[config.mk]
export PLATFORM = sky130hd
export DESIGN_NAME = tmr16_top
export DESIGN_NICKNAME = d
export VERILOG_FILES = /design/src/rtl/tmr16_edge_filt.v /design/src/rtl/tmr16_top.v
export VERILOG_INCLUDE_DIRS = /design/src /design/src/include
export SDC_FILE = /design/constraint.sdc
export NUM_CORES = 1
export LEC_CHECK = 0
export ABC_AREA = 0
export BUFFER_PORTS_ARGS = -buffer_cell sky130_fd_sc_hd__clkbuf_2
export CORE_MARGIN = 2
export CORE_UTILIZATION = 25
export DETAILED_ROUTE_END_ITERATION = 12
export MAX_ROUTING_LAYER = met4
export PLACE_DENSITY = 0.49
export SLEW_MARGIN = 20
export SYNTH_ARGS = -nofsm -noshare
export SYNTH_HDL_FRONTEND = slang
export SYNTH_SLANG_ARGS = --single-unit
[constraint.sdc]
create_clock -name mclk -period 4.1 [get_ports mclk]
set_input_delay 0.82 -clock mclk [delete_from_list [all_inputs] [get_ports mclk]]
set_output_delay 0.82 -clock mclk [all_outputs]
set_load 0.005 [all_outputs]
[src/include/tmr16_regs.vh]
/*
 * Register indices, field positions, reset values and divider counts
 * of the 16-bit timer. Assumes a 32-bit Avalon-MM slave in which
 * each register index maps to byte address four times the index.
 */
`ifndef TMR16_REGS_VH
`define TMR16_REGS_VH

////////////////////////////////////////////////////////////////////////////////
// Register indices (byte address = 4 * index)
`define TMR16_IDX_COUNT 16'hFF10
`define TMR16_IDX_CCA 16'hFF11
`define TMR16_IDX_CCB 16'hFF12
`define TMR16_IDX_MODE 16'hFF13
`define TMR16_IDX_CCCTRL 16'hFF14
`define TMR16_IDX_PRESC 16'hFF15
`define TMR16_IDX_OUTCTRL 16'hFF16
`define TMR16_IDX_P5DIR 16'hFF25
`define TMR16_IDX_P5BIT 16'hFF26

////////////////////////////////////////////////////////////////////////////////
// Reset values
`define TMR16_RST_P5DIR 8'hFF
`define TMR16_RST_PRESC 8'h00
`define TMR16_RST_MODE 2'h0
`define TMR16_RST_CCCTRL 3'h0
`define TMR16_RST_OUTCTRL 1'h0
`define TMR16_RST_WORD 16'h0000

////////////////////////////////////////////////////////////////////////////////
// Field positions
`define TMR16_PRESC_CLK_LO 0
`define TMR16_PRESC_CLK_HI 1
`define TMR16_PRESC_ESA_LO 4
`define TMR16_PRESC_ESA_HI 5
`define TMR16_PRESC_ESB_LO 6
`define TMR16_PRESC_ESB_HI 7
`define TMR16_CC_A_CAPTURE 0
`define TMR16_CC_A_FROM_A 1
`define TMR16_CC_B_CAPTURE 2
`define TMR16_P5BIT_VALUE 8
`define TMR16_PIN_OUT_A 4
`define TMR16_PIN_OUT_B 6

////////////////////////////////////////////////////////////////////////////////
// Operating modes
`define TMR16_MODE_STOP 2'h0
`define TMR16_MODE_FREE 2'h1
`define TMR16_MODE_INTERVAL 2'h2
`define TMR16_MODE_PULSE_GEN 2'h3

////////////////////////////////////////////////////////////////////////////////
// Count clock select and edge select codes
`define TMR16_CLK_DIV1 2'h0
`define TMR16_CLK_DIV4 2'h1
`define TMR16_CLK_DIV32 2'h2
`define TMR16_CLK_EXT 2'h3
`define TMR16_EDGE_FALL 2'h0
`define TMR16_EDGE_RISE 2'h1
`define TMR16_EDGE_NONE 2'h2
`define TMR16_EDGE_BOTH 2'h3

////////////////////////////////////////////////////////////////////////////////
// Prescaler terminal counts (divide by 4, 16, 32)
`define TMR16_DIV4_LAST 5'h03
`define TMR16_DIV16_LAST 5'h0F
`define TMR16_DIV32_LAST 5'h1F

`endif

[src/rtl/tmr16_edge_filt.v]
/*
 * Two-sample noise filter and edge detector for one capture input.
 * Assumes the input is synchronous to mclk and that sample_tick pulses
 * once per count clock.
 */
`timescale 1ns/10ps

module tmr16_edge_filt (
    input wire mclk,
    input wire rst,
    input wire ce,
    input wire sample_tick,
    input wire din,
    output reg rise_reg,
    output reg fall_reg
);

reg sample_reg;
reg level_reg;

////////////////////////////////////////////////////////////////////////////////
// Level reset low: a pin already high at start shows as a rising edge
always @(posedge mclk or posedge rst) begin
    if (rst) begin
        sample_reg <= 1'b0;
        level_reg <= 1'b0;
        rise_reg <= 1'b0;
        fall_reg <= 1'b0;
    end else if (ce) begin
        rise_reg <= 1'b0;
        fall_reg <= 1'b0;
        if (sample_tick) begin
            sample_reg <= din;
            // New level accepted only when seen on two samples in a row
            if (din == sample_reg && din != level_reg) begin // see RL15
                level_reg <= din;
                rise_reg <= din;
                fall_reg <= ~din;
            end
        end
    end
end

endmodule // tmr16_edge_filt

[src/rtl/tmr16_top.v]
/*
 * 16-bit timer with two capture/compare registers: interval timer,
 * pulse generator, free-running capture modes, and port 5 direction.
 * Assumes an Avalon-MM master on the register port, capture inputs
 * synchronous to mclk, and a 100 MHz mclk.
 */
// Register access over Avalon-MM was left to the implementer.
// Contract
// RL1: Direction bit 0 drives pin, 1 inputs.
// RL2: Port direction register resets to all ones.
// RL3: Direction register takes bit and byte writes.
// RL4: Software clears direction bit and latch first.
// RL5: Interval mode clears on match, raises request.
// RL6: Interval equals compare plus one count clocks.
// RL7: Count clock chosen by prescaler bits 0-1.
// RL8: Clock codes: fx, fx/4, fx/32, external.
// RL9: Pulse mode: register A period, B width.
// RL10: Software keeps 0 < B < A.
// RL11: Period A+1, high time B+1 clocks.
// RL12: Edge on input A captures into B.
// RL13: Input A edge chosen by bits 4-5.
// RL14: Edge codes: fall, rise, prohibited, both.
// RL15: Edge accepted after two equal samples.
// RL16: Input B edge captures into A, requests.
// RL17: Opposite input A edge captures into A.
// RL18: Two-register mode allows rise or fall only.
// RL19: Both edges selected: A never captures.
// RL20: Free-run counter wraps, ignores matches.
`timescale 1ns/10ps
`include "tmr16_regs.vh"

module tmr16_top (
    input wire mclk,
    input wire rst,
    input wire ce,
    input wire [17:0] avs_address,
    input wire avs_read,
    input wire avs_write,
    input wire [31:0] avs_writedata,
    input wire [3:0] avs_byteenable,
    output reg [31:0] avs_readdata,
    output wire avs_waitrequest,
    input wire capture_in_a,
    input wire capture_in_b,
    output reg pulse_out,
    output wire pulse_out_oe_n,
    output wire [7:0] port5_dir,
    output reg irq_match_a,
    output reg irq_capture_b
);

// Bus states, one-hot
localparam [1:0] ST_IDLE = 2'b01;
localparam [1:0] ST_DONE = 2'b10;

reg [1:0] bus_state_reg;
reg [7:0] port5_direction_reg;
reg [15:0] timer_count_reg;
reg [15:0] cap_cmp_a_reg;
reg [15:0] cap_cmp_b_reg;
reg [1:0] timer_mode_ctrl_reg;
reg [2:0] cap_cmp_ctrl_reg;
reg [7:0] prescale_mode_reg;
reg timer_out_ctrl_reg;
reg [4:0] div_reg;
reg pulse_level_reg;
reg [15:0] count_next;
reg pulse_next;
reg [31:0] read_mux;
wire [15:0] reg_idx;
wire wr_go;
wire [1:0] clk_sel;
wire [1:0] edge_sel_a;
wire [1:0] edge_sel_b;
wire running;
wire compare_mode;
wire match_a;
wire match_b;
wire tick_int;
wire tick_sample;
wire count_tick;
wire [1:0] rise_w;
wire [1:0] fall_w;
wire [1:0] pin_w;
wire edge_a_valid;
wire edge_a_opposite;
wire edge_b_valid;
wire do_cap_a;
wire do_cap_b;

////////////////////////////////////////////////////////////////////////////////
// Edge select decode, used for both inputs and for the opposite edge
function edge_hit;
    input [1:0] sel;
    input rise;
    input fall;
    begin
        case (sel)
            `TMR16_EDGE_FALL: edge_hit = fall;
            `TMR16_EDGE_RISE: edge_hit = rise;
            `TMR16_EDGE_BOTH: edge_hit = rise | fall;
            default: edge_hit = 1'b0; // see RL14
        endcase
    end
endfunction

////////////////////////////////////////////////////////////////////////////////
// Prescaler and count clock
assign clk_sel = prescale_mode_reg[`TMR16_PRESC_CLK_HI:`TMR16_PRESC_CLK_LO]; // see RL7
assign edge_sel_a = prescale_mode_reg[`TMR16_PRESC_ESA_HI:`TMR16_PRESC_ESA_LO]; // see RL13
assign edge_sel_b = prescale_mode_reg[`TMR16_PRESC_ESB_HI:`TMR16_PRESC_ESB_LO]; // see RL16

always @(posedge mclk or posedge rst) begin
    if (rst) begin
        div_reg <= 5'h00;
    end else if (ce) begin
        div_reg <= div_reg + 5'h01;
    end
end

// see RL8
assign tick_int = (clk_sel == `TMR16_CLK_DIV1) ? 1'b1 :
                  (clk_sel == `TMR16_CLK_DIV4) ? (div_reg[1:0] == `TMR16_DIV4_LAST) :
                  (clk_sel == `TMR16_CLK_DIV32) ? (div_reg == `TMR16_DIV32_LAST) :
                  1'b0;
// External count clock: its own input needs a free internal sampling rate
assign tick_sample = (clk_sel == `TMR16_CLK_EXT) ?
                     (div_reg[3:0] == `TMR16_DIV16_LAST) : tick_int; // see RL15
assign count_tick = (clk_sel == `TMR16_CLK_EXT) ? edge_a_valid : tick_int;

////////////////////////////////////////////////////////////////////////////////
// Capture input filters
assign pin_w = {capture_in_b, capture_in_a};

genvar gi;
generate
    for (gi = 0; gi < 2; gi = gi + 1) begin : g_filt
        tmr16_edge_filt u_filt (
            .mclk(mclk),
            .rst(rst),
            .ce(ce),
            .sample_tick(tick_sample),
            .din(pin_w[gi]),
            .rise_reg(rise_w[gi]),
            .fall_reg(fall_w[gi])
        );
    end
endgenerate

assign edge_a_valid = edge_hit(edge_sel_a, rise_w[0], fall_w[0]);
assign edge_b_valid = edge_hit(edge_sel_b, rise_w[1], fall_w[1]);
// Inverting the low bit swaps rise and fall; both and prohibited give none
assign edge_a_opposite = (edge_sel_a == `TMR16_EDGE_RISE || edge_sel_a == `TMR16_EDGE_FALL) &&
                         edge_hit(edge_sel_a ^ 2'b01, rise_w[0], fall_w[0]); // see RL17, RL18, RL19

////////////////////////////////////////////////////////////////////////////////
// Counter
assign running = (timer_mode_ctrl_reg != `TMR16_MODE_STOP);
assign compare_mode = (timer_mode_ctrl_reg == `TMR16_MODE_INTERVAL) ||
                      (timer_mode_ctrl_reg == `TMR16_MODE_PULSE_GEN);
assign match_a = compare_mode && !cap_cmp_ctrl_reg[`TMR16_CC_A_CAPTURE] &&
                 (timer_count_reg == cap_cmp_a_reg);
assign match_b = (timer_count_reg == cap_cmp_b_reg);

always @* begin
    count_next = timer_count_reg;
    if (!running) begin
        count_next = `TMR16_RST_WORD;
    end else if (count_tick) begin
        if (match_a) begin
            count_next = `TMR16_RST_WORD; // see RL5, RL6
        end else begin
            count_next = timer_count_reg + 16'h0001; // see RL20
        end
    end
end

// High from the clear at 0 through count B, low until the next clear
always @* begin
    pulse_next = pulse_level_reg;
    if (timer_mode_ctrl_reg != `TMR16_MODE_PULSE_GEN) begin
        pulse_next = 1'b0;
    end else if (count_tick) begin
        if (match_a) begin
            pulse_next = 1'b1; // see RL9, RL11
        end else if (match_b) begin
            pulse_next = 1'b0; // see RL11
        end
    end
end

always @(posedge mclk or posedge rst) begin
    if (rst) begin
        timer_count_reg <= `TMR16_RST_WORD;
        pulse_level_reg <= 1'b0;
        pulse_out <= 1'b0;
        irq_match_a <= 1'b0;
        irq_capture_b <= 1'b0;
    end else if (ce) begin
        timer_count_reg <= count_next;
        pulse_level_reg <= pulse_next;
        pulse_out <= pulse_next & timer_out_ctrl_reg;
        irq_match_a <= (running && count_tick && match_a) || do_cap_a; // see RL5, RL16
        irq_capture_b <= do_cap_b; // see RL12
    end
end

////////////////////////////////////////////////////////////////////////////////
// Capture triggers
assign do_cap_b = running && cap_cmp_ctrl_reg[`TMR16_CC_B_CAPTURE] && edge_a_valid; // see RL12
assign do_cap_a = running && cap_cmp_ctrl_reg[`TMR16_CC_A_CAPTURE] &&
                  (cap_cmp_ctrl_reg[`TMR16_CC_A_FROM_A] ? edge_a_opposite : edge_b_valid);

////////////////////////////////////////////////////////////////////////////////
// Avalon slave: one wait cycle on every access
assign reg_idx = avs_address[17:2];
assign avs_waitrequest = (avs_read | avs_write) & bus_state_reg[0];
assign wr_go = ce & avs_write & bus_state_reg[1];

always @(posedge mclk or posedge rst) begin
    if (rst) begin
        bus_state_reg <= ST_IDLE;
    end else if (ce) begin
        case (bus_state_reg)
            ST_IDLE: begin
                if (avs_read | avs_write) begin
                    bus_state_reg <= ST_DONE;
                end
            end
            ST_DONE: bus_state_reg <= ST_IDLE;
            default: bus_state_reg <= ST_IDLE;
        endcase
    end
end

always @* begin
    read_mux = 32'h0000_0000;
    case (reg_idx)
        `TMR16_IDX_COUNT: read_mux[15:0] = timer_count_reg;
        `TMR16_IDX_CCA: read_mux[15:0] = cap_cmp_a_reg;
        `TMR16_IDX_CCB: read_mux[15:0] = cap_cmp_b_reg;
        `TMR16_IDX_MODE: read_mux[1:0] = timer_mode_ctrl_reg;
        `TMR16_IDX_CCCTRL: read_mux[2:0] = cap_cmp_ctrl_reg;
        `TMR16_IDX_PRESC: read_mux[7:0] = prescale_mode_reg;
        `TMR16_IDX_OUTCTRL: read_mux[0] = timer_out_ctrl_reg;
        `TMR16_IDX_P5DIR: read_mux[7:0] = port5_direction_reg;
        default: read_mux = 32'h0000_0000;
    endcase
end

// Read data sampled in the wait cycle, stands while the request is held
always @(posedge mclk or posedge rst) begin
    if (rst) begin
        avs_readdata <= 32'h0000_0000;
    end else if (ce && avs_read && bus_state_reg[0]) begin
        avs_readdata <= read_mux;
    end
end

////////////////////////////////////////////////////////////////////////////////
// Register writes; a capture in the same cycle wins over software
always @(posedge mclk or posedge rst) begin
    if (rst) begin
        port5_direction_reg <= `TMR16_RST_P5DIR; // see RL2
        cap_cmp_a_reg <= `TMR16_RST_WORD;
        cap_cmp_b_reg <= `TMR16_RST_WORD;
        timer_mode_ctrl_reg <= `TMR16_RST_MODE;
        cap_cmp_ctrl_reg <= `TMR16_RST_CCCTRL;
        prescale_mode_reg <= `TMR16_RST_PRESC;
        timer_out_ctrl_reg <= `TMR16_RST_OUTCTRL;
    end else if (ce) begin
        if (wr_go) begin
            case (reg_idx)
                `TMR16_IDX_CCA: begin
                    if (avs_byteenable[0]) cap_cmp_a_reg[7:0] <= avs_writedata[7:0];
                    if (avs_byteenable[1]) cap_cmp_a_reg[15:8] <= avs_writedata[15:8];
                end
                `TMR16_IDX_CCB: begin
                    if (avs_byteenable[0]) cap_cmp_b_reg[7:0] <= avs_writedata[7:0];
                    if (avs_byteenable[1]) cap_cmp_b_reg[15:8] <= avs_writedata[15:8];
                end
                `TMR16_IDX_MODE: begin
                    if (avs_byteenable[0]) timer_mode_ctrl_reg <= avs_writedata[1:0];
                end
                `TMR16_IDX_CCCTRL: begin
                    if (avs_byteenable[0]) cap_cmp_ctrl_reg <= avs_writedata[2:0];
                end
                `TMR16_IDX_PRESC: begin
                    if (avs_byteenable[0]) prescale_mode_reg <= avs_writedata[7:0];
                end
                `TMR16_IDX_OUTCTRL: begin
                    if (avs_byteenable[0]) timer_out_ctrl_reg <= avs_writedata[0];
                end
                `TMR16_IDX_P5DIR: begin
                    if (avs_byteenable[0]) port5_direction_reg <= avs_writedata[7:0]; // see RL3
                end
                `TMR16_IDX_P5BIT: begin
                    // Single-bit write: index in bits 2:0, value in bit 8
                    if (avs_byteenable[0] && avs_byteenable[1]) begin
                        port5_direction_reg[avs_writedata[2:0]] <=
                            avs_writedata[`TMR16_P5BIT_VALUE]; // see RL3
                    end
                end
                default: begin
                end
            endcase
        end
        if (do_cap_a) begin
            cap_cmp_a_reg <= timer_count_reg; // see RL16, RL17
        end
        if (do_cap_b) begin
            cap_cmp_b_reg <= timer_count_reg; // see RL12
        end
    end
end

////////////////////////////////////////////////////////////////////////////////
// Pin direction; the output latch itself lives in the port block
assign port5_dir = port5_direction_reg; // see RL1
// Active-low enable: 0 means output buffer on, as the direction bit reads
assign pulse_out_oe_n = port5_direction_reg[`TMR16_PIN_OUT_A]; // see RL1, RL4

endmodule // tmr16_top

# After elaboration in Yosys (flattened, before gate mapping)
# Index checks and enable logic that the tools add are counted.
# word_totals
wordCells	165
inputBits	61
regBits	105
# op_classes
n_reduce_logical	47
n_eq_ne	35
add_sub_neg	2
order_cmp	2
muxes	44
n_bitwise	10
# op_table
operator	count
16-bit == test (second input constant)	9
16-bit 2-to-1 mux	9
16-bit == test	2
4-bit AND reduction	8
5-bit case mux with 5 select lines	1
8-bit 2-to-1 mux	3
8-bit case mux with 3 select lines	1
2-bit nonzero test	10
1-bit 2-to-1 mux	19
16-bit by 1-bit adder with 16-bit output (second input constant)	1
2-bit == test (second input constant)	8
8-bit case mux with 2 select lines	1
1-bit logical AND	15
2-bit by 1-bit == test with 1-bit output (second input constant)	5
1-bit case mux with 3 select lines	3
8-bit bitwise mux	1
2-bit logical NOT	4
2-bit inequality test (second input constant)	4
1-bit case mux with 8 select lines	1
1-bit case mux with 7 select lines	1
1-bit case mux with 6 select lines	1
2-bit AND reduction	3
3-bit AND reduction	2
5-bit by 1-bit adder with 5-bit output (second input constant)	1
15 further kinds	27

# Longest topological paths before layout
# depth
ltp_word	8
depth_mapped	10

# By module
# Synthesis repeated with hierarchy kept, for this count alone.
# unflattened
hier_cells	653
hier_area_um2	6182.2
# modules_own_cells
module	instances	area_per_inst_um2	cells_per_inst	seq_area_each_um2
tmr16_top	1	5799.3	623	2438.6
tmr16_edge_filt	2	191.4	15	100.1

# Least setup slack after synthesis
# No wires, ideal clock.
# synth_path
path_kind	input-to-reg
from	in avs_address[9]
to	reg cap_cmp_a_reg[10]
setup_time_ps	125
required_time_ps	3975
slack_ps	1212
n_path_buf	3
t_arrival_ps	2763
stages	9
path_cell_list	or2_1 -> or4b_1 -> buf_2 -> or2_1 -> buf_6 -> nor3_2 -> o21a_1 -> buf_6 -> mux2_4
# synth_via
elab_chain_cells	3
# synth_lines
element	line_no	source
start: declaration	tmr16_top.v:36	input wire [17:0] avs_address,
16-bit == test	tmr16_top.v:273	case (reg_idx)
2-bit nonzero test (no source line)	-	
4-bit AND reduction (no source line)	-	
end signal: assignment	tmr16_top.v:265	cap_cmp_a_reg <= `TMR16_RST_WORD;
end signal: assignment	tmr16_top.v:276	if (avs_byteenable[1]) cap_cmp_a_reg[15:8] <= avs_writedata[15:8];
end signal: assignment	tmr16_top.v:309	cap_cmp_a_reg <= timer_count_reg;
end: declaration	tmr16_top.v:59	reg [15:0] cap_cmp_a_reg;
# Every way passes these cells.
# A chain may end at the register's enable or synchronous reset.

# Worst setup path after layout
# Same ends and word-level chain as after synthesis.

==> flow_summary_export.csv <==
group,metric,value,unit
run_status,status,"finished clean",
global_routing,antenna_found_initial,0,
critical_path,required,4.34,ns
detailed_routing,vias_per_cell,4.673,
timing,worst_pin_slew,1.059,ns
logic_synthesis,synth_edf_count,0,
critical_path,critical_path.startpoint,"avs_address[9]",
critical_path,reg2reg_from,"prescale_mode_reg[4]",
power_and_ir_drop,vdd_drop_max,200.1,uV
finish,num_antenna_cells,0,
logic_synthesis,syn_inst,654,
finish,fillers,2589,
logic_synthesis,ys_top_cells_by_area,"dfrtp_1 38%, mux2_2 7.2%, mux2i_1 5.0%",
floorplanning,dieArea,26280,um2
critical_path,arrival,3.35,ns
global_routing,grt_max_degree,67,
finish,mostFrequentLayoutCells,"96 x dfrtp_1, 69 x clkbuf_2, 58 x nor2_1, 46 x a21oi_1, 46 x o21ai_0",
cts,clk_latency,0.35,ns
detailed_routing,drc,0,
timing,final-hold-violation-count,0,
floorplanning,die_width,162.1,um
critical_path,critical_path.endpoint,"cap_cmp_a_reg[10]",
critical_path,crit_top_cell,"or2_1",
cts,clock_sinks,105,
finish,multi_input_area,3283,um2
global_routing,globalRouteOverflowTotal,0,
critical_path,rrSetupSlack,1.67,ns
floorplanning,coreArea,24460,um2
detailed_routing,routed-via-count,4790,
detailed_routing,wl,17040,um
placement,placed_cells,1009,
power_and_ir_drop,p_per_area,315.2,nW/um2
logic_synthesis,synth_top_area_share,38.44,%
finish,layout.nets,760,
timing,max_freq,321.5,MHz
detailed_routing,firstDrtPassIters,4,
cts,clock_tree.root_cell,"clkbuf_16",
timing,slew_headroom,28.89,%
power_and_ir_drop,p_comb_share,9.7,%
critical_path,endpoint_kind,"register",
timing,final.period_utilization,75.87,%
logic_synthesis,synth_cell_types,64,
logic_synthesis,synth_ff_type,"dfrtp_1",
floorplanning,row_count,57,
global_routing,grt_pass1_vias,4800,
logic_synthesis,async_flop_share,100.0,%
logic_synthesis,ys_warn_count,0,
critical_path,path_max_fanout,9,
floorplanning,io_pins,106,
logic_synthesis,ys_ff_latch,105,
finish,layoutNonFillerInstCount,1025,
power_and_ir_drop,leakagePower,3.155,nW
finish,layout_commonest_cell,"dfrtp_1",
detailed_routing,postRouteAntennaNets,0,
detailed_routing,drtIter0Drc,258,
critical_path,critPathBufInv,1,
cts,clk_pin_slew,0.07,ns
floorplanning,start_util,25.55,%
cts,htree_levels,3,
logic_synthesis,netlist_area,6250,um2
placement,portBuffers,69,
critical_path,cp_top_family,"simple AND/OR/NAND/NOR gates",
critical_path,cp_slowest_stage_delay,0.70,ns
power_and_ir_drop,pwr-share-seq,49.3,%
critical_path,path_depth,7,
critical_path,cp-start-kind,"input pin",
critical_path,slowest_stage,"or4b_1",
power_and_ir_drop,p_sw_share,25.06,%
critical_path,crit_type,"in2reg",
placement,dpl.hpwl,12560,um
floorplanning,chipHeight,162.1,um
cts,ctsHoldBuffers,0,
cts,cts.path.max_buffers,2,
power_and_ir_drop,clock_power_share,41.0,%
logic_synthesis,seq_area_frac_synth,42.22,%
cts,cts_setup_buffers,0,
timing,slew_viol_final,0,
cts,cts_tree,"built",
critical_path,r2r_end,"cap_cmp_a_reg[10]",
finish,layout-drive-gt1-share,23.68,%
finish,regArea,2639,um2
min_path,hold_path.class,"reg2reg",
timing,fin_tns_setup,0,ns
global_routing,grt_usage,13.80,%
global_routing,grt_pass1_wl,27260,um
detailed_routing,wl_per_cell,16.62,um
power_and_ir_drop,p_sw,0.5644,mW
placement,place_congestion,0.7987,
finish,syn_to_final_growth,14.33,%
timing,min_period,3.111,ns
logic_synthesis,synth.avg_cell_area,9.556,um2
timing,fin_skew,0.006629,ns
timing,setup_violations,0,
logic_synthesis,yosysTopAreaCell,"dfrtp_1",
cts,ctsResizeCount,0,
power_and_ir_drop,internal-power,1.688,mW
timing,rsz0062_at_grt,"no",
cts,cts_buffers,9,
critical_path,ff2ff_path_depth,5,
flow_run,drv_cap,0,
critical_path,crit_chain,"clkbuf_2, or2_1, or4b_1, or2_1, nor3_2, o21a_1, mux2_4",
layout make-up:
cell class              instances  area share [%]
multi-input cells             483           45.95
flip-flops and latches        105           36.93
repair buffers                 82           6.199
well taps                     324           5.673
clock buffers                  12           3.730
inverters                      15          0.8230
clock inverters                 4          0.7004
layer usage:
metal	part of all wire (%)	global-route usage, %	wire length, um
met5	0	-	0
met4	1.8	5.109	308
met3	3.7	1.941	634
met2	47	21.72	8029
met1	47	18.12	8066
per-stage QoR:
stage,cell area (um2),utilization [%],worst slack (ns),total power [mW],hold WS [ns]
2_1_floorplan,6306,-,0.5344,1.279,0.4507
3_3_place_gp,6829,27.92,0.6479,1.347,0.4658
3_5_place_dp,6829,27.92,0.6218,1.351,0.4717
4_1_cts,7146,29.21,0.9932,2.278,0.4884
5_1_grt,7146,29.21,0.9061,2.358,0.5126
6_report,7146,29.21,0.9892,2.252,0.4774
cells by family after synthesis:
kind of cell | Yosys count | share of synthesized area (%)
XOR/XNOR | 49 | 6.867
other | 1 | 0.06000
multiplexers | 81 | 14.63
adder cells (fa/ha/maj) | 3 | 0.6007
flip-flops | 105 | 42.22
buffers and inverters | 81 | 6.306
AND/OR/NAND/NOR | 195 | 15.66
AO/OA/AOI/OAI | 139 | 13.65
power by group through the flow:
stage | combinational (mW) | sequential, mW | clock [mW]
floorplan | 0.157 | 1.12 | 0
global placement | 0.219 | 1.13 | 0
detailed placement | 0.221 | 1.13 | 0
CTS | 0.224 | 1.11 | 0.944
global route | 0.250 | 1.12 | 0.991
finish | 0.218 | 1.11 | 0.923
cells in the mapped netlist, types with 17 or more instances:
cell type / n
xnor2_1: 24
o21ai_0: 46
nor2_1: 58
a21oi_1: 46
mux2i_1: 31
nand2_1: 45
xor2_1: 25
clkbuf_1: 36
buf_4: 17
dfrtp_1: 96
mux2_2: 40
worst min-delay path, delay by kind of cell, from the launching register on:
kind	cells	cell delay, ns
and+or+nand+nor	1	0.04
DFF	1	0.34
AOI/OAI and AO/OA	1	0.05
worst min-delay path by stage:
| stage | from | endpoint | slack [ns] | cells past startpoint |
|---|---|---|---|---|
| 2_1_floorplan | prescale_mode_reg[2] | prescale_mode_reg[2] | 0.45 | 2 |
| 3_3_place_gp | avs_readdata[1] | avs_readdata[1] | 0.47 | 1 |
| 3_5_place_dp | avs_readdata[1] | avs_readdata[1] | 0.47 | 1 |
| 4_1_cts | avs_readdata[1] | avs_readdata[1] | 0.49 | 1 |
| 5_1_grt | avs_readdata[8] | avs_readdata[8] | 0.51 | 2 |
| 6_report | avs_readdata[5] | avs_readdata[5] | 0.48 | 2 |
No activity file was read; power rests on OpenSTA's default activity.
